===== src/hw/sdfe_map.svh =====
// Register map, field positions, reset values and timing counts
// Function
// Two-bit field picks reference pair
// Gain bit sets modulator gain one/two
// Amp enable gates all amp functions
// Bypass bit routes input past amp
// Amp gain is two to code
// Short bit ties input ends together
// Two-bit field routes ends onto amp
// Negative select maps channels and internals
// Positive select same map, sensor positive
// Software pairs single-ended with common-mode
// Software pairs temperature sensor outputs
// Low-noise amp enable, input, switches
// Low code shadowed until high written
// DAC code twelve bits across two
// DAC enable and reference select bits
// Result is three read-only bytes
// Filter bit picks sinc3 or sinc2
// Divide field gives 30 or 12
// Oversampling halves from 32768 to 128
// Latch enable freezes result registers
// Unimplemented bits read zero
// Latched: hold results, flag unchanged
// Hardware sets end flag, software clears
// Soft reset clears filter, blocks conversion
// Master clock is sysclk/2/(code+1)
// One result per OSR or 2xOSR clocks
// Result bytes update in one cycle
`ifndef SDFE_MAP_SVH
`define SDFE_MAP_SVH

`define SDFE_OFS_PGA_GAIN_REF   4'h0
`define SDFE_OFS_INPUT_CONN     4'h1
`define SDFE_OFS_CHANNEL_SEL    4'h2
`define SDFE_OFS_LOWNOISE_AMP   4'h3
`define SDFE_OFS_DAC_LOW        4'h4
`define SDFE_OFS_DAC_HIGH       4'h5
`define SDFE_OFS_DAC_CTRL       4'h6
`define SDFE_OFS_RESULT_LOW     4'h7
`define SDFE_OFS_RESULT_MID     4'h8
`define SDFE_OFS_RESULT_HIGH    4'h9
`define SDFE_OFS_FILTER_RATE    4'ha
`define SDFE_OFS_CONV_CTRL      4'hb
`define SDFE_OFS_MASTER_CLK     4'hc

`define SDFE_MASK_INPUT_CONN    8'he0
`define SDFE_MASK_LOWNOISE_AMP  8'h87
`define SDFE_MASK_DAC_LOW       8'h0f
`define SDFE_MASK_DAC_CTRL      8'hc0
`define SDFE_MASK_CONV_CTRL     8'h3c
`define SDFE_MASK_MASTER_CLK    8'h1f

`define SDFE_BIT_HOLD           5
`define SDFE_BIT_EOC            4
`define SDFE_BIT_SRST           3
`define SDFE_BIT_EN             2
`define SDFE_BIT_AMP_EN         4
`define SDFE_BIT_AMP_BYP        3

`define SDFE_RESET_BYTE         8'h00
`define SDFE_CLK_UNDIVIDED      5'h1f
`define SDFE_DIV_30             5'd30
`define SDFE_DIV_12             5'd12
`define SDFE_OSR_MAX_LOG2       5'd15
`define SDFE_OSR_CODE_MAX       4'h8

`endif


===== src/hw/sdfe_pkg.sv =====
// Types shared by the converter front-end control block
package sdfe_pkg;
    typedef enum logic [1:0] {
        SDFE_IDLE = 2'b00,
        SDFE_RUN  = 2'b01,
        SDFE_DONE = 2'b11
    } sdfe_state_type;
endpackage : sdfe_pkg


===== src/hw/sdfe_ctrl.sv =====
// Converter front-end control registers, decimator pacing and results
//
// Implementation choices: the Wishbone register port and the placing of the registers.
`include "sdfe_map.svh"
module sdfe_ctrl (
    input  wire logic        clk_i,
    input  wire logic        rst_i,
    input  wire logic        wb_cyc_i,
    input  wire logic        wb_stb_i,
    input  wire logic        wb_we_i,
    input  wire logic [5:0]  wb_adr_i,
    input  wire logic [3:0]  wb_sel_i,
    input  wire logic [31:0] wb_dat_i,
    output logic      [31:0] wb_dat_o,
    output logic             wb_ack_o,
    output logic             wb_err_o,
    input  wire logic [23:0] filter_data_i,
    output logic      [1:0]  ref_pair_sel_o,
    output logic             modulator_gain_sel_o,
    output logic             amp_en_o,
    output logic             amp_bypass_o,
    output logic      [2:0]  amp_gain_sel_o,
    output logic             input_short_o,
    output logic      [1:0]  input_route_sel_o,
    output logic      [3:0]  neg_input_sel_o,
    output logic      [3:0]  pos_input_sel_o,
    output logic             lownoise_amp_en_o,
    output logic             lownoise_pos_sel_o,
    output logic             lownoise_switch_1_o,
    output logic             lownoise_switch_0_o,
    output logic             dac_en_o,
    output logic             dac_ref_sel_o,
    output logic      [11:0] dac_code_o,
    output logic             filter_order_sel_o,
    output logic             converter_en_o,
    output logic             filter_clear_o,
    output logic             master_clk_tick_o,
    output logic             conv_clk_tick_o,
    output logic             result_ready_o
);

    // ------------------------------------------------------------
    // Registers
    // ------------------------------------------------------------
    logic [7:0]  pga_gain_reference_ctrl_r;
    logic [7:0]  input_connection_ctrl_r;
    logic [7:0]  channel_select_r;
    logic [7:0]  low_noise_amp_ctrl_r;
    logic [7:0]  dac_shadow_r;
    logic [7:0]  dac_code_low_r;
    logic [7:0]  dac_code_high_r;
    logic [7:0]  dac_ctrl_r;
    logic [7:0]  filter_rate_ctrl_r;
    logic [7:0]  converter_ctrl_status_r;
    logic [7:0]  master_clk_div_r;
    logic [23:0] result_r;
    logic        ack_r;
    logic        err_r;
    logic [31:0] rdata_r;

    logic        req;
    logic        wr;
    logic [3:0]  idx;
    logic        mapped;
    logic [7:0]  wbyte;
    logic [7:0]  rd_nxt;

    assign req    = wb_cyc_i & wb_stb_i & ~ack_r & ~err_r;
    assign idx    = wb_adr_i[5:2];
    assign mapped = (idx <= `SDFE_OFS_MASTER_CLK) & (wb_adr_i[1:0] == 2'b00);
    assign wr     = req & wb_we_i & mapped & wb_sel_i[0];
    assign wbyte  = wb_dat_i[7:0];

    // ------------------------------------------------------------
    // Bus answer: one wait state, error on unmapped address
    // ------------------------------------------------------------
    always_ff @(posedge clk_i) begin
        if (rst_i) begin
            ack_r <= 1'b0;
            err_r <= 1'b0;
        end else begin
            ack_r <= req & mapped;
            err_r <= req & ~mapped;
        end
    end

    always_comb begin
        rd_nxt = `SDFE_RESET_BYTE;
        // unimplemented read zero
        case (idx)
            `SDFE_OFS_PGA_GAIN_REF: rd_nxt = pga_gain_reference_ctrl_r;
            `SDFE_OFS_INPUT_CONN:   rd_nxt = input_connection_ctrl_r;
            `SDFE_OFS_CHANNEL_SEL:  rd_nxt = channel_select_r;
            `SDFE_OFS_LOWNOISE_AMP: rd_nxt = low_noise_amp_ctrl_r;
            `SDFE_OFS_DAC_LOW:      rd_nxt = dac_code_low_r;
            `SDFE_OFS_DAC_HIGH:     rd_nxt = dac_code_high_r;
            `SDFE_OFS_DAC_CTRL:     rd_nxt = dac_ctrl_r;
            // read-only result bytes
            `SDFE_OFS_RESULT_LOW:   rd_nxt = result_r[7:0];
            `SDFE_OFS_RESULT_MID:   rd_nxt = result_r[15:8];
            `SDFE_OFS_RESULT_HIGH:  rd_nxt = result_r[23:16];
            `SDFE_OFS_FILTER_RATE:  rd_nxt = filter_rate_ctrl_r;
            `SDFE_OFS_CONV_CTRL:    rd_nxt = converter_ctrl_status_r;
            `SDFE_OFS_MASTER_CLK:   rd_nxt = master_clk_div_r;
            default:                rd_nxt = `SDFE_RESET_BYTE;
        endcase
    end

    always_ff @(posedge clk_i) begin
        if (rst_i) begin
            rdata_r <= 32'h0000_0000;
        end else if (req) begin
            rdata_r <= {24'h00_0000, rd_nxt};
        end
    end

    assign wb_dat_o = rdata_r;
    assign wb_ack_o = ack_r;
    assign wb_err_o = err_r;

    // ------------------------------------------------------------
    // Analog front-end, filter rate and master clock control registers
    // ------------------------------------------------------------
    always_ff @(posedge clk_i) begin
        if (rst_i) begin
            pga_gain_reference_ctrl_r <= `SDFE_RESET_BYTE;
            input_connection_ctrl_r   <= `SDFE_RESET_BYTE;
            channel_select_r          <= `SDFE_RESET_BYTE;
            low_noise_amp_ctrl_r      <= `SDFE_RESET_BYTE;
            dac_ctrl_r                <= `SDFE_RESET_BYTE;
            filter_rate_ctrl_r        <= `SDFE_RESET_BYTE;
            master_clk_div_r          <= `SDFE_RESET_BYTE;
        end else if (wr) begin
            case (idx)
                `SDFE_OFS_PGA_GAIN_REF: pga_gain_reference_ctrl_r <= wbyte;
                // writes to unimplemented bits ignored
                `SDFE_OFS_INPUT_CONN:
                    input_connection_ctrl_r <= wbyte & `SDFE_MASK_INPUT_CONN;
                `SDFE_OFS_CHANNEL_SEL:  channel_select_r <= wbyte;
                `SDFE_OFS_LOWNOISE_AMP:
                    low_noise_amp_ctrl_r <= wbyte & `SDFE_MASK_LOWNOISE_AMP;
                `SDFE_OFS_DAC_CTRL:
                    dac_ctrl_r <= wbyte & `SDFE_MASK_DAC_CTRL;
                `SDFE_OFS_FILTER_RATE:  filter_rate_ctrl_r <= wbyte;
                `SDFE_OFS_MASTER_CLK:
                    master_clk_div_r <= wbyte & `SDFE_MASK_MASTER_CLK;
                default: ;
            endcase
        end
    end

    // ------------------------------------------------------------
    // DAC code with shadowed low nibble
    // ------------------------------------------------------------
    always_ff @(posedge clk_i) begin
        if (rst_i) begin
            dac_shadow_r    <= `SDFE_RESET_BYTE;
            dac_code_low_r  <= `SDFE_RESET_BYTE;
            dac_code_high_r <= `SDFE_RESET_BYTE;
        end else if (wr && idx == `SDFE_OFS_DAC_LOW) begin
            // low write lands in shadow
            dac_shadow_r <= wbyte & `SDFE_MASK_DAC_LOW;
        end else if (wr && idx == `SDFE_OFS_DAC_HIGH) begin
            // high write commits shadow
            dac_code_high_r <= wbyte;
            dac_code_low_r  <= dac_shadow_r;
        end
    end

    // twelve-bit code assembly
    assign dac_code_o = {dac_code_high_r, dac_code_low_r[3:0]};

    // DAC enable and reference
    assign dac_en_o      = dac_ctrl_r[7];
    assign dac_ref_sel_o = dac_ctrl_r[6];

    // reference pair code
    assign ref_pair_sel_o       = pga_gain_reference_ctrl_r[7:6];
    // modulator gain bit
    assign modulator_gain_sel_o = pga_gain_reference_ctrl_r[5];
    // amp enable gates features
    assign amp_en_o = pga_gain_reference_ctrl_r[`SDFE_BIT_AMP_EN];
    // bypass only when enabled
    assign amp_bypass_o = amp_en_o
                        & pga_gain_reference_ctrl_r[`SDFE_BIT_AMP_BYP];
    // gain code, held at unity when disabled
    assign amp_gain_sel_o = amp_en_o ? pga_gain_reference_ctrl_r[2:0]
                                     : 3'h0;
    // input short
    assign input_short_o     = input_connection_ctrl_r[7];
    // routing code
    assign input_route_sel_o = input_connection_ctrl_r[6:5];
    // negative select
    assign neg_input_sel_o   = channel_select_r[7:4];
    // positive select
    assign pos_input_sel_o   = channel_select_r[3:0];
    // low-noise amp bits
    assign lownoise_amp_en_o   = low_noise_amp_ctrl_r[7];
    assign lownoise_pos_sel_o  = low_noise_amp_ctrl_r[2];
    assign lownoise_switch_1_o = low_noise_amp_ctrl_r[1];
    assign lownoise_switch_0_o = low_noise_amp_ctrl_r[0];
    // filter order
    assign filter_order_sel_o  = filter_rate_ctrl_r[7];

    // ------------------------------------------------------------
    // Clock tick generation
    // ------------------------------------------------------------
    logic [5:0]  mclk_cnt_r;
    logic [5:0]  mclk_top;
    logic        mclk_tick;
    logic [4:0]  adck_cnt_r;
    logic [4:0]  adck_div;
    logic        adck_tick;
    logic        run;

    assign run = converter_en_o & ~filter_clear_o;

    // sysclk/2/(code+1), code all-ones undivided
    assign mclk_top  = {master_clk_div_r[4:0], 1'b1};
    assign mclk_tick = run & ((master_clk_div_r[4:0] == `SDFE_CLK_UNDIVIDED)
                     | (mclk_cnt_r >= mclk_top));

    always_ff @(posedge clk_i) begin
        if (rst_i || !run || mclk_tick) begin
            mclk_cnt_r <= 6'h00;
        end else begin
            mclk_cnt_r <= mclk_cnt_r + 6'h01;
        end
    end

    // divide 30 or 12; reserved codes take 30
    assign adck_div  = filter_rate_ctrl_r[5:4] == 2'b10 ? `SDFE_DIV_12
                                                       : `SDFE_DIV_30;
    assign adck_tick = mclk_tick & (adck_cnt_r >= adck_div - 5'd1);

    always_ff @(posedge clk_i) begin
        if (rst_i || !run) begin
            adck_cnt_r <= 5'h00;
        end else if (mclk_tick) begin
            adck_cnt_r <= adck_tick ? 5'h00 : adck_cnt_r + 5'h01;
        end
    end

    assign master_clk_tick_o = mclk_tick;
    assign conv_clk_tick_o   = adck_tick;

    // ------------------------------------------------------------
    // Decimator pacing
    // ------------------------------------------------------------
    sdfe_pkg::sdfe_state_type state_r;
    logic [16:0] osr_cnt_r;
    logic [16:0] osr_top;
    logic [3:0]  osr_code;
    logic        done_tick;

    // ratio halves per code; reserved codes clamp at 128
    assign osr_code = filter_rate_ctrl_r[3:0] > `SDFE_OSR_CODE_MAX
                    ? `SDFE_OSR_CODE_MAX : filter_rate_ctrl_r[3:0];
    // sinc2 needs twice the periods
    assign osr_top = (17'h00001 << (`SDFE_OSR_MAX_LOG2 - {1'b0, osr_code}
                     + {4'h0, filter_order_sel_o})) - 17'h00001;
    // At or above top: a smaller ratio written mid-count cannot overrun
    assign done_tick = adck_tick & (state_r == sdfe_pkg::SDFE_RUN)
                     & (osr_cnt_r >= osr_top);

    always_ff @(posedge clk_i) begin
        // soft reset aborts and holds off conversion
        if (rst_i || !run) begin
            state_r   <= sdfe_pkg::SDFE_IDLE;
            osr_cnt_r <= 17'h00000;
        end else begin
            case (state_r)
                sdfe_pkg::SDFE_IDLE: state_r <= sdfe_pkg::SDFE_RUN;
                sdfe_pkg::SDFE_RUN: begin
                    if (adck_tick) begin
                        osr_cnt_r <= done_tick ? 17'h00000
                                               : osr_cnt_r + 17'h00001;
                    end
                    if (done_tick) begin
                        state_r <= sdfe_pkg::SDFE_DONE;
                    end
                end
                sdfe_pkg::SDFE_DONE: state_r <= sdfe_pkg::SDFE_RUN;
                default: state_r <= sdfe_pkg::SDFE_IDLE;
            endcase
        end
    end

    // ------------------------------------------------------------
    // Results and converter control/status
    // ------------------------------------------------------------
    logic hold;
    logic set_eoc;
    logic ctrl_wr;

    assign hold    = converter_ctrl_status_r[`SDFE_BIT_HOLD];
    assign ctrl_wr = wr & (idx == `SDFE_OFS_CONV_CTRL);
    // no flag change while latched
    assign set_eoc = (state_r == sdfe_pkg::SDFE_DONE) & ~hold;
    assign result_ready_o = set_eoc;

    // all three bytes in one cycle; no reset, power-on unknown
    always_ff @(posedge clk_i) begin
        // latch freezes results
        if (set_eoc) begin
            result_r <= filter_data_i;
        end
    end

    always_ff @(posedge clk_i) begin
        if (rst_i) begin
            converter_ctrl_status_r <= `SDFE_RESET_BYTE;
        end else begin
            if (ctrl_wr) begin
                converter_ctrl_status_r <= wbyte & `SDFE_MASK_CONV_CTRL;
            end
            // set wins over software clear
            if (set_eoc) begin
                converter_ctrl_status_r[`SDFE_BIT_EOC] <= 1'b1;
            end
        end
    end

    assign converter_en_o = converter_ctrl_status_r[`SDFE_BIT_EN];
    assign filter_clear_o = converter_ctrl_status_r[`SDFE_BIT_SRST];

endmodule : sdfe_ctrl


===== config.mk =====
export PLATFORM = sky130hd
export DESIGN_NAME = sdfe_ctrl
export DESIGN_NICKNAME = d
export VERILOG_FILES = /design/src/hw/sdfe_pkg.sv /design/src/hw/sdfe_ctrl.sv
export VERILOG_INCLUDE_DIRS = /design/src /design/src/hw
export SDC_FILE = /design/constraint.sdc
export NUM_CORES = 1
export LEC_CHECK = 0
export BUFFER_PORTS_ARGS = -buffer_cell sky130_fd_sc_hd__buf_2
export CORE_ASPECT_RATIO = 2
export CORE_MARGIN = 3
export CORE_UTILIZATION = 28
export DETAILED_ROUTE_END_ITERATION = 10
export PLACE_DENSITY = 0.55
export SLEW_MARGIN = 20
export SYNTH_ARGS = -nofsm -noshare
export SYNTH_HDL_FRONTEND = slang
export SYNTH_SLANG_ARGS = --single-unit

===== constraint.sdc =====
create_clock -name clk_i -period 4.62 [get_ports clk_i]
set_input_delay 0.231 -clock clk_i [delete_from_list [all_inputs] [get_ports clk_i]]
set_output_delay 0.231 -clock clk_i [all_outputs]
set_load 0.005 [all_outputs]

==> metrics.log, run 1 <==
INFO  metric clock_insertion_delay_at_the_later_pin_of_the_skew_report = 430 ps
INFO  metric preCtsSetupSlack = 250 ps
INFO  metric worst_setup_hold_path_clk_slew = 50 ps
INFO  metric power.density = 309 nW/um^2
INFO  metric irDropWorstVdd = 0.267 mV
INFO  metric detailedRoute.firstIterationViolations = 233
INFO  metric cts_max_path_buffers = 2
INFO  metric cts_tree = done
INFO  metric design_power_total = 0.00248 W
INFO  metric async_flop_share = 0%
INFO  metric antenna_found_initial = 0
INFO  metric critPathKind = flop to flop
INFO  metric synthesis.area = 6540 um^2
INFO  metric rr_worst_depth = 18
INFO  metric area_growth = 22.9%
INFO  metric floorplan.core_area = 22,800 um^2
INFO  metric cts_inserted_buffers = 17
INFO  metric root_buffer = clkbuf_16
INFO  metric insertedDiodeCount = 0
INFO  metric detail_route.vias_per_cell = 5.08
INFO  metric launch_instance_of_the_worst_register_to_register_path = filter_rate_ctrl_r[3]
INFO  metric skew = between 9 and 10 ps
INFO  metric setup_slack = 316 ps
INFO  metric die_height = 222 um
INFO  metric fin_nets = between 900 and 1,000
INFO  metric cp-end-kind = flop
INFO  metric finalCritPeriodShare = 93.2%
INFO  metric required = between 4000 and 5000 ps
INFO  metric topRoutingLayerUsed = met4
INFO  metric most-common-layout-cells = dfxtp_1 (97), buf_2 (96), nor2_1 (82)
INFO  metric die_area = ~25,000 um^2
INFO  metric drive_gt1_share = approximately a fifth
INFO  metric cts.repair_timing.setup_buffer_count = 0
INFO  metric crit_buf_inv = 1
INFO  metric synthFlopType = dfxtp_1
INFO  metric max-cap-violations = 0
INFO  metric final.setup.tns = 0 ps
INFO  metric timing.critical_path.slowest_cell_delay = roughly 420 ps
INFO  metric worstPathMaxFanout = 14
INFO  metric cell_count_after_synthesis = 737
INFO  metric final.min_clock_period = 4300 ps
INFO  metric worst_min_path_class = primary input to flop
INFO  metric synth_seq_cells = about 120
INFO  metric dr_wl_met2 = 11,500 um
INFO  metric most_common_library_cell_in_the_layout_ignoring_fill_and_taps = dfxtp_1
INFO  metric num_vias = 5,826
INFO  metric wp_data_arrival = 4640 ps
INFO  metric slew_limit_headroom = 47.6%
INFO  metric timing.critical_path.max_delay_family = compound AO/OA/AOI/OAI gates
INFO  metric initial_standard_cell_utilization_of_the_core = 28.6%
INFO  metric regToRegEndpoint = osr_cnt_r[13]
INFO  metric synthesized_area_divided_by_synthesized_cell_count = 8.87 um^2
INFO  metric hold_violations = 0
INFO  metric postRouteAntennaNets = 0
INFO  metric cellLeakagePower = 3.35 nW
INFO  metric die_width = between 100 and 150 um
INFO  metric cp-start-kind = flop
INFO  metric number_of_buffers_added_on_ports = 96
INFO  metric crit_slowest_cell = or3_1
INFO  metric pin_count = 148
INFO  metric synth.yosys.warnings = 0
INFO  metric drt_wl_total = 20,700 um
INFO  metric worstSetupEndpoint = osr_cnt_r[13]
INFO  metric tritoncts_num_sinks = 122
INFO  metric maxClockFrequency = 232 MHz
INFO  metric met3WireLength = 777 um
INFO  metric clock_h_tree_levels = 4
INFO  metric drc_errors = 0
INFO  metric routabilityCongestion = slightly below 0.9
INFO  metric groute.usage.overall = 16.7%
INFO  metric grt_max_degree = 69
INFO  metric place_hpwl = 15,900 um
INFO  metric cp_common_cell = ha_1
INFO  metric register_to_register_setup_slack = ~320 ps
INFO  metric drv_slew = 0
INFO  metric path_depth = 18
INFO  metric routedWlPerCell = around 18 um
INFO  metric wl_met1 = about 7000 um
INFO  metric drtPass1Iterations = 5
INFO  metric report.final.setup_viol = 0
INFO  metric synth_enable_flop_cells = 24
INFO  metric unrepaired_setup_endpoints_after_global_routing = false
INFO  metric synth_cell_types = 71
INFO  metric crit_path_cell_trace = nand2b_1 > ha_1 > ha_1 > or3_1 > ha_1 > or2_2 > o31ai_1 > a22o_1 > a21oi_1 > ha_1 > a211o_1 > a21oi_2 > o211a_1 > a221oi_2 > nor3_2 > nand2_1 > buf_12 > o31ai_1
INFO  metric worst_max_slew_pin_slew = about 790 ps
INFO  metric grt_first_pass_wirelength = 32,500 um
INFO  metric synth_sequential_area_ratio = 41.0%
INFO  metric grt_pass1_vias = 5,820
INFO  metric timing.critical_path.from = filter_rate_ctrl_r[3]
INFO  metric run_status = complete, no violations
INFO  metric overflow_left_after_global_routing = 0
INFO  metric holdWs = 108 ps
INFO  metric placementRows = 78
==> report_power, final <==
group          switching, W  total (W)  internal, W
clock network      0.000470    0.00125     0.000780
logic             0.0000864   0.000137    0.0000503
registers        0.00000323    0.00109      0.00109
==> worst register-to-register path: stages (launching register included) <==
cell and delay [ps]:
dfxtp_2 350, nand2b_1 150, ha_1 230, ha_1 330, or3_1 420, ha_1 220
or2_2 320, o31ai_1 200, a22o_1 150, a21oi_1 80, ha_1 310, a211o_1 280
a21oi_2 170, o211a_1 210, a221oi_2 100, nor3_2 160, nand2_1 140, buf_12 170
o31ai_1 230
==> worst min path at each step <==
stage / start / to / depth (start not counted)
global placement: filter_data_i[23] / result_r[23] / 1
floorplan: filter_data_i[0] / result_r[0] / 0
detailed placement: filter_data_i[3] / result_r[3] / 1
global route: wb_adr_i[1] / wb_ack_o / 3
finish: wb_adr_i[1] / wb_ack_o / 3
CTS: wb_adr_i[1] / wb_ack_o / 3
==> final cells by class <==
| cell class | count | area, um^2 |
|---|---|---|
| Multi-Input combinational cell | 556 | 3520 |
| Tap cell | 280 | 350 |
| Inverter | 19 | 71.3 |
| Fill cell | 2392 | 14800 |
| Sequential cell | 122 | 2680 |
| Clock inverter | 11 | 104 |
| Timing Repair Buffer | 137 | 861 |
| Clock buffer | 21 | 440 |
==> timing repair <==
action | CTS | global route
hold endpoints to repair | 24 | 0
resized for setup | 0 | 4
hold buffers | 24 | 0
setup endpoints to repair | 0 | 14
==> cells in the mapped netlist (all sizes together), types with 6 or more instances <==
cell / n / area share, %
dfxtp: 98 / 30
nor2: 85 / 5.3
nand2: 69 / 4.2
a21oi: 53 / 4.3
nand3: 44 / 3.5
mux2i: 41 / 6.3
buf: 35 / 4.0
ha: 31 / 5.9
clkbuf: 28 / 1.6
edfxtp: 24 / 11
o21ai: 21 / 1.6
a31oi: 18 / 1.7
and2: 18 / 1.7
inv: 18 / 1.0
nor3: 16 / 1.3
o31ai: 13 / 1.5
nand4: 12 / 1.2
nand2b: 11 / 1.1
and3: 9 / 0.94
nor2b: 9 / 0.86
xor2: 6 / 0.80
==> sequential cells by signal, indices dropped and copies added (netlist names) <==
register / flops
dac_shadow_r: 4
wb_err_o: 1
input_connection_ctrl_r: 3
mclk_cnt_r: 6
master_clk_div_r: 5
state_r: 2
low_noise_amp_ctrl_r: 4
dac_code_high_r: 8
osr_cnt_r: 17
wb_ack_o: 1
adck_cnt_r: 5
dac_ctrl_r: 2
wb_dat_o: 8
dac_code_low_r: 4
result_r: 24
filter_rate_ctrl_r: 8
channel_select_r: 8
pga_gain_reference_ctrl_r: 8
converter_ctrl_status_r: 4
==> cell families after synthesis <==
| group | Yosys count | share of synthesized area (%) |
|---|---|---|
| adder cells (fa/ha/maj) | 31 | 5.93 |
| AO/OA/AOI/OAI | 152 | 15.2 |
| XOR/XNOR | 11 | 1.47 |
| other | 1 | 0.0574 |
| buffers and inverters | 82 | 6.66 |
| multiplexers | 46 | 7.31 |
| flip-flops | 122 | 41.0 |
| AND/OR/NAND/NOR | 292 | 22.3 |
==> stage by stage <==
stage | instances | utilization [%] | area, um^2
after floorplan | 760 | - | 6620
after global placement | 1090 | 31.7 | 7230
after detailed placement | 1090 | 31.7 | 7230
after CTS | 1146 | 35.1 | 8020
after global routing | 1146 | 35.2 | 8030
final | 1146 | 35.2 | 8030
==> routing by layer <==
metal,track usage [%],vias to the layer above
li1,-,2831
met1,15.9,2750
met2,31.4,189
met3,2.87,56
met4,11.3,0
met5,0,-
No activity file was read; power rests on OpenSTA's default activity.
==> inputs of run 2 (changes only) <==
RECOVER_POWER = 100   (was unset)
==> metrics.log, run 2 (same netlist as run 1, synthesis figures left out) <==
INFO  metric antenna_found_initial = 0
INFO  metric root_buffer = clkbuf_16
INFO  metric routedWlPerCell = between 15 and 20 um
INFO  metric grt_pass1_vias = just under 6,000
INFO  metric register_ranked_first_by_flip_flop_count = result_r
INFO  metric final.min_clock_period = 4290 ps
INFO  metric initial_standard_cell_utilization_of_the_core = 28.6%
INFO  metric floorplan.core_area = 22,800 um^2
INFO  metric num_vias = 5,807
INFO  metric regToRegEndpoint = osr_cnt_r[13]
INFO  metric max-cap-violations = 1
INFO  metric area_growth = 21.2%
INFO  metric overflow_left_after_global_routing = 0
INFO  metric launch_instance_of_the_worst_register_to_register_path = filter_rate_ctrl_r[3]
INFO  metric drc_errors = 0
INFO  metric irDropWorstVdd = 0.265 mV
INFO  metric seqCellArea = ~2700 um^2
INFO  metric clock_insertion_delay_at_the_later_pin_of_the_skew_report = around 430 ps
INFO  metric most-common-layout-cells = dfxtp_1 (97), nor2_1 (85), nand2_1 (67), buf_2 (67), a21oi_1 (46)
INFO  metric min-delay-start = wb_adr_i[1]
INFO  metric failing_checks = max-capacitance violations, max-slew violations
INFO  metric multi_input_gate_area = 3460 um^2
INFO  metric holdPathEnd = wb_ack_o
INFO  metric grt_first_pass_wirelength = 32,500 um
INFO  metric cts_tree = done
INFO  metric drive_gt1_share = 14.3%
INFO  metric hold_path_cell_cnt = 3
INFO  metric tritoncts_num_sinks = 122
INFO  metric most_common_library_cell_in_the_layout_ignoring_fill_and_taps = dfxtp_1
INFO  metric hold_violations = 0
INFO  metric die_height = 222 um
INFO  metric nFillCells = 2,427
INFO  metric unrepaired_setup_endpoints_after_global_routing = false
INFO  metric cp-start-kind = flop
INFO  metric worstPathMaxFanout = 14
INFO  metric groute.usage.overall = approximately 17%
INFO  metric cts.repair_timing.setup_buffer_count = 0
INFO  metric worst_max_slew_pin_slew = between 1500 and 2000 ps
INFO  metric clock_h_tree_levels = 4
INFO  metric cellLeakagePower = 3.17 nW
INFO  metric final.setup.tns = 0 ps
INFO  metric grt_max_degree = 69
INFO  metric place_hpwl = 15,900 um
INFO  metric drt_wl_total = around 21,000 um
INFO  metric critPathKind = flop to flop
INFO  metric run_status = finished, violations left
INFO  metric power.density = approximately 310 nW/um^2
INFO  metric die_area = roughly 25,000 um^2
INFO  metric fin_nets = ~960
INFO  metric detailedRoute.firstIterationViolations = 235
INFO  metric postRouteAntennaNets = 0
INFO  metric routabilityCongestion = 0.895
INFO  metric cts_inserted_buffers = 17
INFO  metric insertedDiodeCount = 0
INFO  metric wp_data_arrival = 4630 ps
INFO  metric required = 4950 ps
INFO  metric drv_slew = 27
INFO  metric placementRows = 78
INFO  metric detail_route.vias_per_cell = 5.07
INFO  metric worst_min_path_class = primary input to flop
INFO  metric number_of_buffers_added_on_ports = 96
INFO  metric finalCritPeriodShare = between 90% and 100%
INFO  metric holdWs = 114 ps
INFO  metric drtPass1Iterations = 5
INFO  metric worst_setup_hold_path_clk_slew = 50 ps
INFO  metric slew_limit_headroom = -1.98%
INFO  metric die_width = roughly 110 um
INFO  metric register_to_register_setup_slack = about 330 ps
INFO  metric cts_max_path_buffers = 2
INFO  metric cp-end-kind = flop
INFO  metric maxClockFrequency = ~230 MHz
INFO  metric skew = roughly 9.3 ps
INFO  metric largest_reg_flops = 24
INFO  metric reg.largest.list = result_r (24), osr_cnt_r (17)
INFO  metric pin_count = around 150
INFO  metric report.final.setup_viol = 0
INFO  metric rr_worst_depth = 18
[run 2: cell type report]
class | count | share of cell area, %
multi-input combinational | 556 | 43.7
sequential | 122 | 33.9
timing repair buffer | 137 | 10.2
clock buffer | 21 | 5.56
tap | 280 | 4.42
clock inverter | 11 | 1.31
inverter | 19 | 0.900
[run 2: power by group]
part           internal (W)  total [W]  switching, W
clock              0.000780    0.00125      0.000467
sequential          0.00109    0.00109    0.00000320
combinational     0.0000489   0.000133     0.0000846
total               0.00192    0.00247      0.000555
[run 2: worst max-delay path: stages (launching register included)]
cell,delay (ps)
dfxtp_2,350
nand2b_1,150
ha_1,230
ha_1,330
or3_1,420
ha_1,220
or2_2,310
o31ai_1,200
a22o_1,150
a21oi_1,80
ha_1,320
a211o_1,280
a21oi_2,160
o211a_1,210
a221oi_2,100
nor3_2,160
nand2_1,140
buf_12,170
o31ai_1,230
[run 2: what timing repair did]
action,CTS,global route
hold endpoints to repair,24,0
hold buffers,24,0
resized for setup,0,4
setup endpoints to repair,0,14
[run 2: per-stage QoR]
stage          cell area (um^2)  power (W)  utilization, %  worst slack, ps  std cells
2_1_floorplan              6620    0.00119               -              351        760
3_3_place_gp               7230    0.00124            31.7              307       1090
3_5_place_dp               7230    0.00124            31.7              250       1090
4_1_cts                    8020    0.00251            35.1              240       1146
5_1_grt                    7920    0.00256            34.7             14.4       1146
6_report                   7920    0.00247            34.7              326       1146
[run 2: how the worst max path moves through the flow]
| stage | startpoint | endpoint | slack (ps) | cells past startpoint |
|---|---|---|---|---|
| final | filter_rate_ctrl_r[3] | osr_cnt_r[13] | 330 | 18 |
| after global routing | filter_rate_ctrl_r[3] | osr_cnt_r[5] | 10 | 18 |
| after CTS | filter_rate_ctrl_r[3] | osr_cnt_r[13] | 240 | 18 |
| after detailed placement | filter_rate_ctrl_r[3] | osr_cnt_r[3] | 250 | 18 |
| after global placement | filter_rate_ctrl_r[3] | osr_cnt_r[9] | 310 | 18 |
| after floorplan | filter_rate_ctrl_r[3] | osr_cnt_r[11] | 350 | 19 |
[run 2: metal layers]
layer | global-route usage, % | wire [um]
met5 | 0 | 0
met4 | 11.3 | 1450
met3 | 2.87 | 737
met2 | 31.4 | 11300
met1 | 15.9 | 7180
==> inputs of run 3 (changes only) <==
ABC_AREA = 1   (was unset)
==> metrics.log, run 3 <==
INFO  metric skew = 7.79 ps
INFO  metric floorplan.core_area = 23,500 um^2
INFO  metric number_of_buffers_added_on_ports = 96
INFO  metric power.combinational.fraction = 4.1%
INFO  metric fin_nets = 1,124
INFO  metric design_power_total = about 0.0025 W
INFO  metric power_report.internal_total = between 0.0015 and 0.002 W
INFO  metric synth_seq_cells = 122
INFO  metric cts_tree = done
INFO  metric most_common_library_cell_in_the_layout_ignoring_fill_and_taps = nand2_1
INFO  metric yosysTopAreaCell = dfxtp_1
INFO  metric most-common-layout-cells = nand2_1 (196), inv_1 (103), dfxtp_1 (98)
INFO  metric area_growth = 19.5%
INFO  metric hold_violations = 0
INFO  metric grt_pass1_vias = 6,227
INFO  metric register_ranked_first_by_flip_flop_count = result_r
INFO  metric critPathKind = flop to flop
INFO  metric maxClockFrequency = roughly 240 MHz
INFO  metric required = 4920 ps
INFO  metric post-synth-top-area-fraction = 29.1%
INFO  metric async_flop_share = 0%
INFO  metric unrepaired_setup_endpoints_after_global_routing = false
INFO  metric overflow_left_after_global_routing = 0
INFO  metric place_hpwl = ~17,000 um
INFO  metric synth_area_leaders = dfxtp_1 (29%), nand2_1 (11%), edfxtp_1 (11%)
INFO  metric synthesis.area = 6750 um^2
INFO  metric ys_top_cells_by_count = nand2_1 (196), inv_1 (102), dfxtp_1 (98)
INFO  metric antenna_found_initial = 0
INFO  metric drive_gt1_share = 11.2%
INFO  metric drtPass1Iterations = 5
INFO  metric cp-end-kind = flop
INFO  metric post-route-util = 34.3%
INFO  metric clock_insertion_delay_at_the_later_pin_of_the_skew_report = 430 ps
INFO  metric switching_power = 0.000583 W
INFO  metric wp_data_arrival = 4440 ps
INFO  metric synth_enable_flop_cells = 24
INFO  metric cell_with_the_most_instances_after_synthesis = nand2_1
INFO  metric cts_inserted_buffers = 17
INFO  metric synth_sequential_area_ratio = about two fifths
INFO  metric clock_h_tree_levels = 4
INFO  metric cell_count_after_synthesis = 902
INFO  metric drc_errors = 0
INFO  metric irDropWorstVdd = 0.285 mV
INFO  metric final.setup.tns = 0 ps
INFO  metric holdWs = about 43 ps
INFO  metric tritoncts_num_sinks = 122
INFO  metric reg.largest.list = result_r (24), osr_cnt_r (17)
INFO  metric worstPathMaxFanout = 8
INFO  metric synth_cell_types = 42
INFO  metric postRouteAntennaNets = 0
INFO  metric routabilityCongestion = ~0.9
INFO  metric worst_setup_hold_path_clk_slew = 60 ps
INFO  metric seq_power_share = a little over two fifths
INFO  metric max-cap-violations = 0
INFO  metric run_status = complete, no violations
INFO  metric largest_reg_flops = 24
INFO  metric grt_max_degree = 57
INFO  metric detailedRoute.firstIterationViolations = about 220
INFO  metric detail_route.vias_per_cell = 4.75
INFO  metric grt_first_pass_wirelength = between 30,000 and 40,000 um
INFO  metric worst_min_path_class = primary input to flop
INFO  metric detailed_place.area = roughly 7400 um^2
INFO  metric num_vias = 6,258
INFO  metric initial_standard_cell_utilization_of_the_core = 28.7%
INFO  metric slew_limit_headroom = 10.5%
INFO  metric report.final.setup_viol = 0
INFO  metric cellLeakagePower = 3.58 nW
INFO  metric final_design_area_no_fill = 8070 um^2
INFO  metric synth.yosys.warnings = 0
INFO  metric power.density = 310 nW/um^2
INFO  metric routedWlPerCell = approximately 16 um
INFO  metric drt_wl_total = about 21,000 um
INFO  metric finalCritPeriodShare = 89.5%
INFO  metric cts_max_path_buffers = 2
INFO  metric root_buffer = clkbuf_16
INFO  metric final.min_clock_period = 4140 ps
INFO  metric switching_share = about a quarter
INFO  metric placementRows = 79
INFO  metric die_area = 26,100 um^2
INFO  metric cp-start-kind = flop
INFO  metric die_height = 226 um
INFO  metric synthFlopType = dfxtp_1
INFO  metric insertedDiodeCount = 0
INFO  metric worst_max_slew_pin_slew = 1340 ps
INFO  metric pwr-share-clk = between 50 and 60%
INFO  metric die_width = around 120 um
INFO  metric drv_slew = 0
INFO  metric synthesized_area_divided_by_synthesized_cell_count = 7.48 um^2
INFO  metric pin_count = around 150
INFO  metric nFillCells = 2,492
INFO  metric groute.usage.overall = between 15 and 20%
[run 3: cell types whose count changed in the layout (fill, tap and decap cells not counted), moves of 12 or more]
| cell | change |
|---|---|
| a21oi_1 | +49 |
| a31oi_1 | -16 |
| and2_1 | -14 |
| buf_2 | -16 |
| inv_1 | +85 |
| mux2i_1 | -41 |
| nand2_1 | +129 |
| nand3_1 | +18 |
| nor2_1 | -16 |
| o21ai_0 | +47 |
| o31ai_1 | -12 |
[run 3: what timing repair did]
item                                   in CTS  in global routing
resized for setup                           0                  0
buffers inserted                            0                  0
hold buffers                               23                  0
endpoints found under the hold margin      23                  0
[run 3: critical path: stages, from the launching register on]
cell     delay, ps
dfxtp_1        350
inv_2           80
nand2_1         70
ha_1           200
ha_1           310
inv_1          120
xor2_2         330
nand2_1         80
nor3_1         140
inv_1          120
ha_1           270
inv_1           90
nor2_2          60
nand3_1         80
nand2_1        130
ha_1           320
nand2_1         80
nor2_1         150
nand2_1         60
inv_1           80
nand4_1        110
nand4_1        180
nand2_1        160
nand2_1        330
nor2_1          90
[run 3: final timing paths]
kind | depth (start not counted) | startpoint | slack, ps | end
max | 24 | filter_rate_ctrl_r[3] | 480 | osr_cnt_r[9]
min | 1 | filter_data_i[21] | 40 | result_r[21]
max reg2reg | 24 | filter_rate_ctrl_r[3] | 480 | osr_cnt_r[9]
min reg2reg | 2 | wb_dat_o[7] | 460 | wb_dat_o[7]
[run 3: cells by family after synthesis]
| logic type | synth area share [%] |
|---|---|
| flops | 39.8 |
| simple gates | 27.6 |
| xor+xnor | 2.08 |
| fa+ha+maj | 5.75 |
| other cells | 0.0556 |
| buf+inv | 10.6 |
| compound gates | 14.1 |
[run 3: power by group through the flow]
stage                     combinational [W]  sequential, W  clock (W)
after global placement            0.0000893        0.00111          0
final                              0.000102        0.00109    0.00131
after detailed placement          0.0000892        0.00111          0
after floorplan                   0.0000599        0.00111          0
after CTS                          0.000104        0.00109    0.00134
after global routing               0.000113        0.00109    0.00138
[run 3: routing by layer]
metal | GRT usage [%] | part of all wire, %
met5 | 0 | 0
met2 | 32.2 | 57
met4 | 11.9 | 7.0
met1 | 14.7 | 33
met3 | 2.82 | 3.4
[run 3: final cells by class]
class                      instances  area (um^2)  share of cell area (%)
clock buffer                      20          468                    5.80
timing repair buffer             124          684                    8.49
clock inverter                    12          113                    1.40
sequential                       122         2680                    33.3
inverter                         105          394                    4.89
tap                              283          354                    4.39
multi-input combinational        652         3370                    41.8
[run 3: metrics by stage]
step                cells  worst slack, ps
floorplan             925             1220
global placement     1263              453
detailed placement   1263              426
CTS                  1318              427
global route         1318             70.2
finish               1318              484
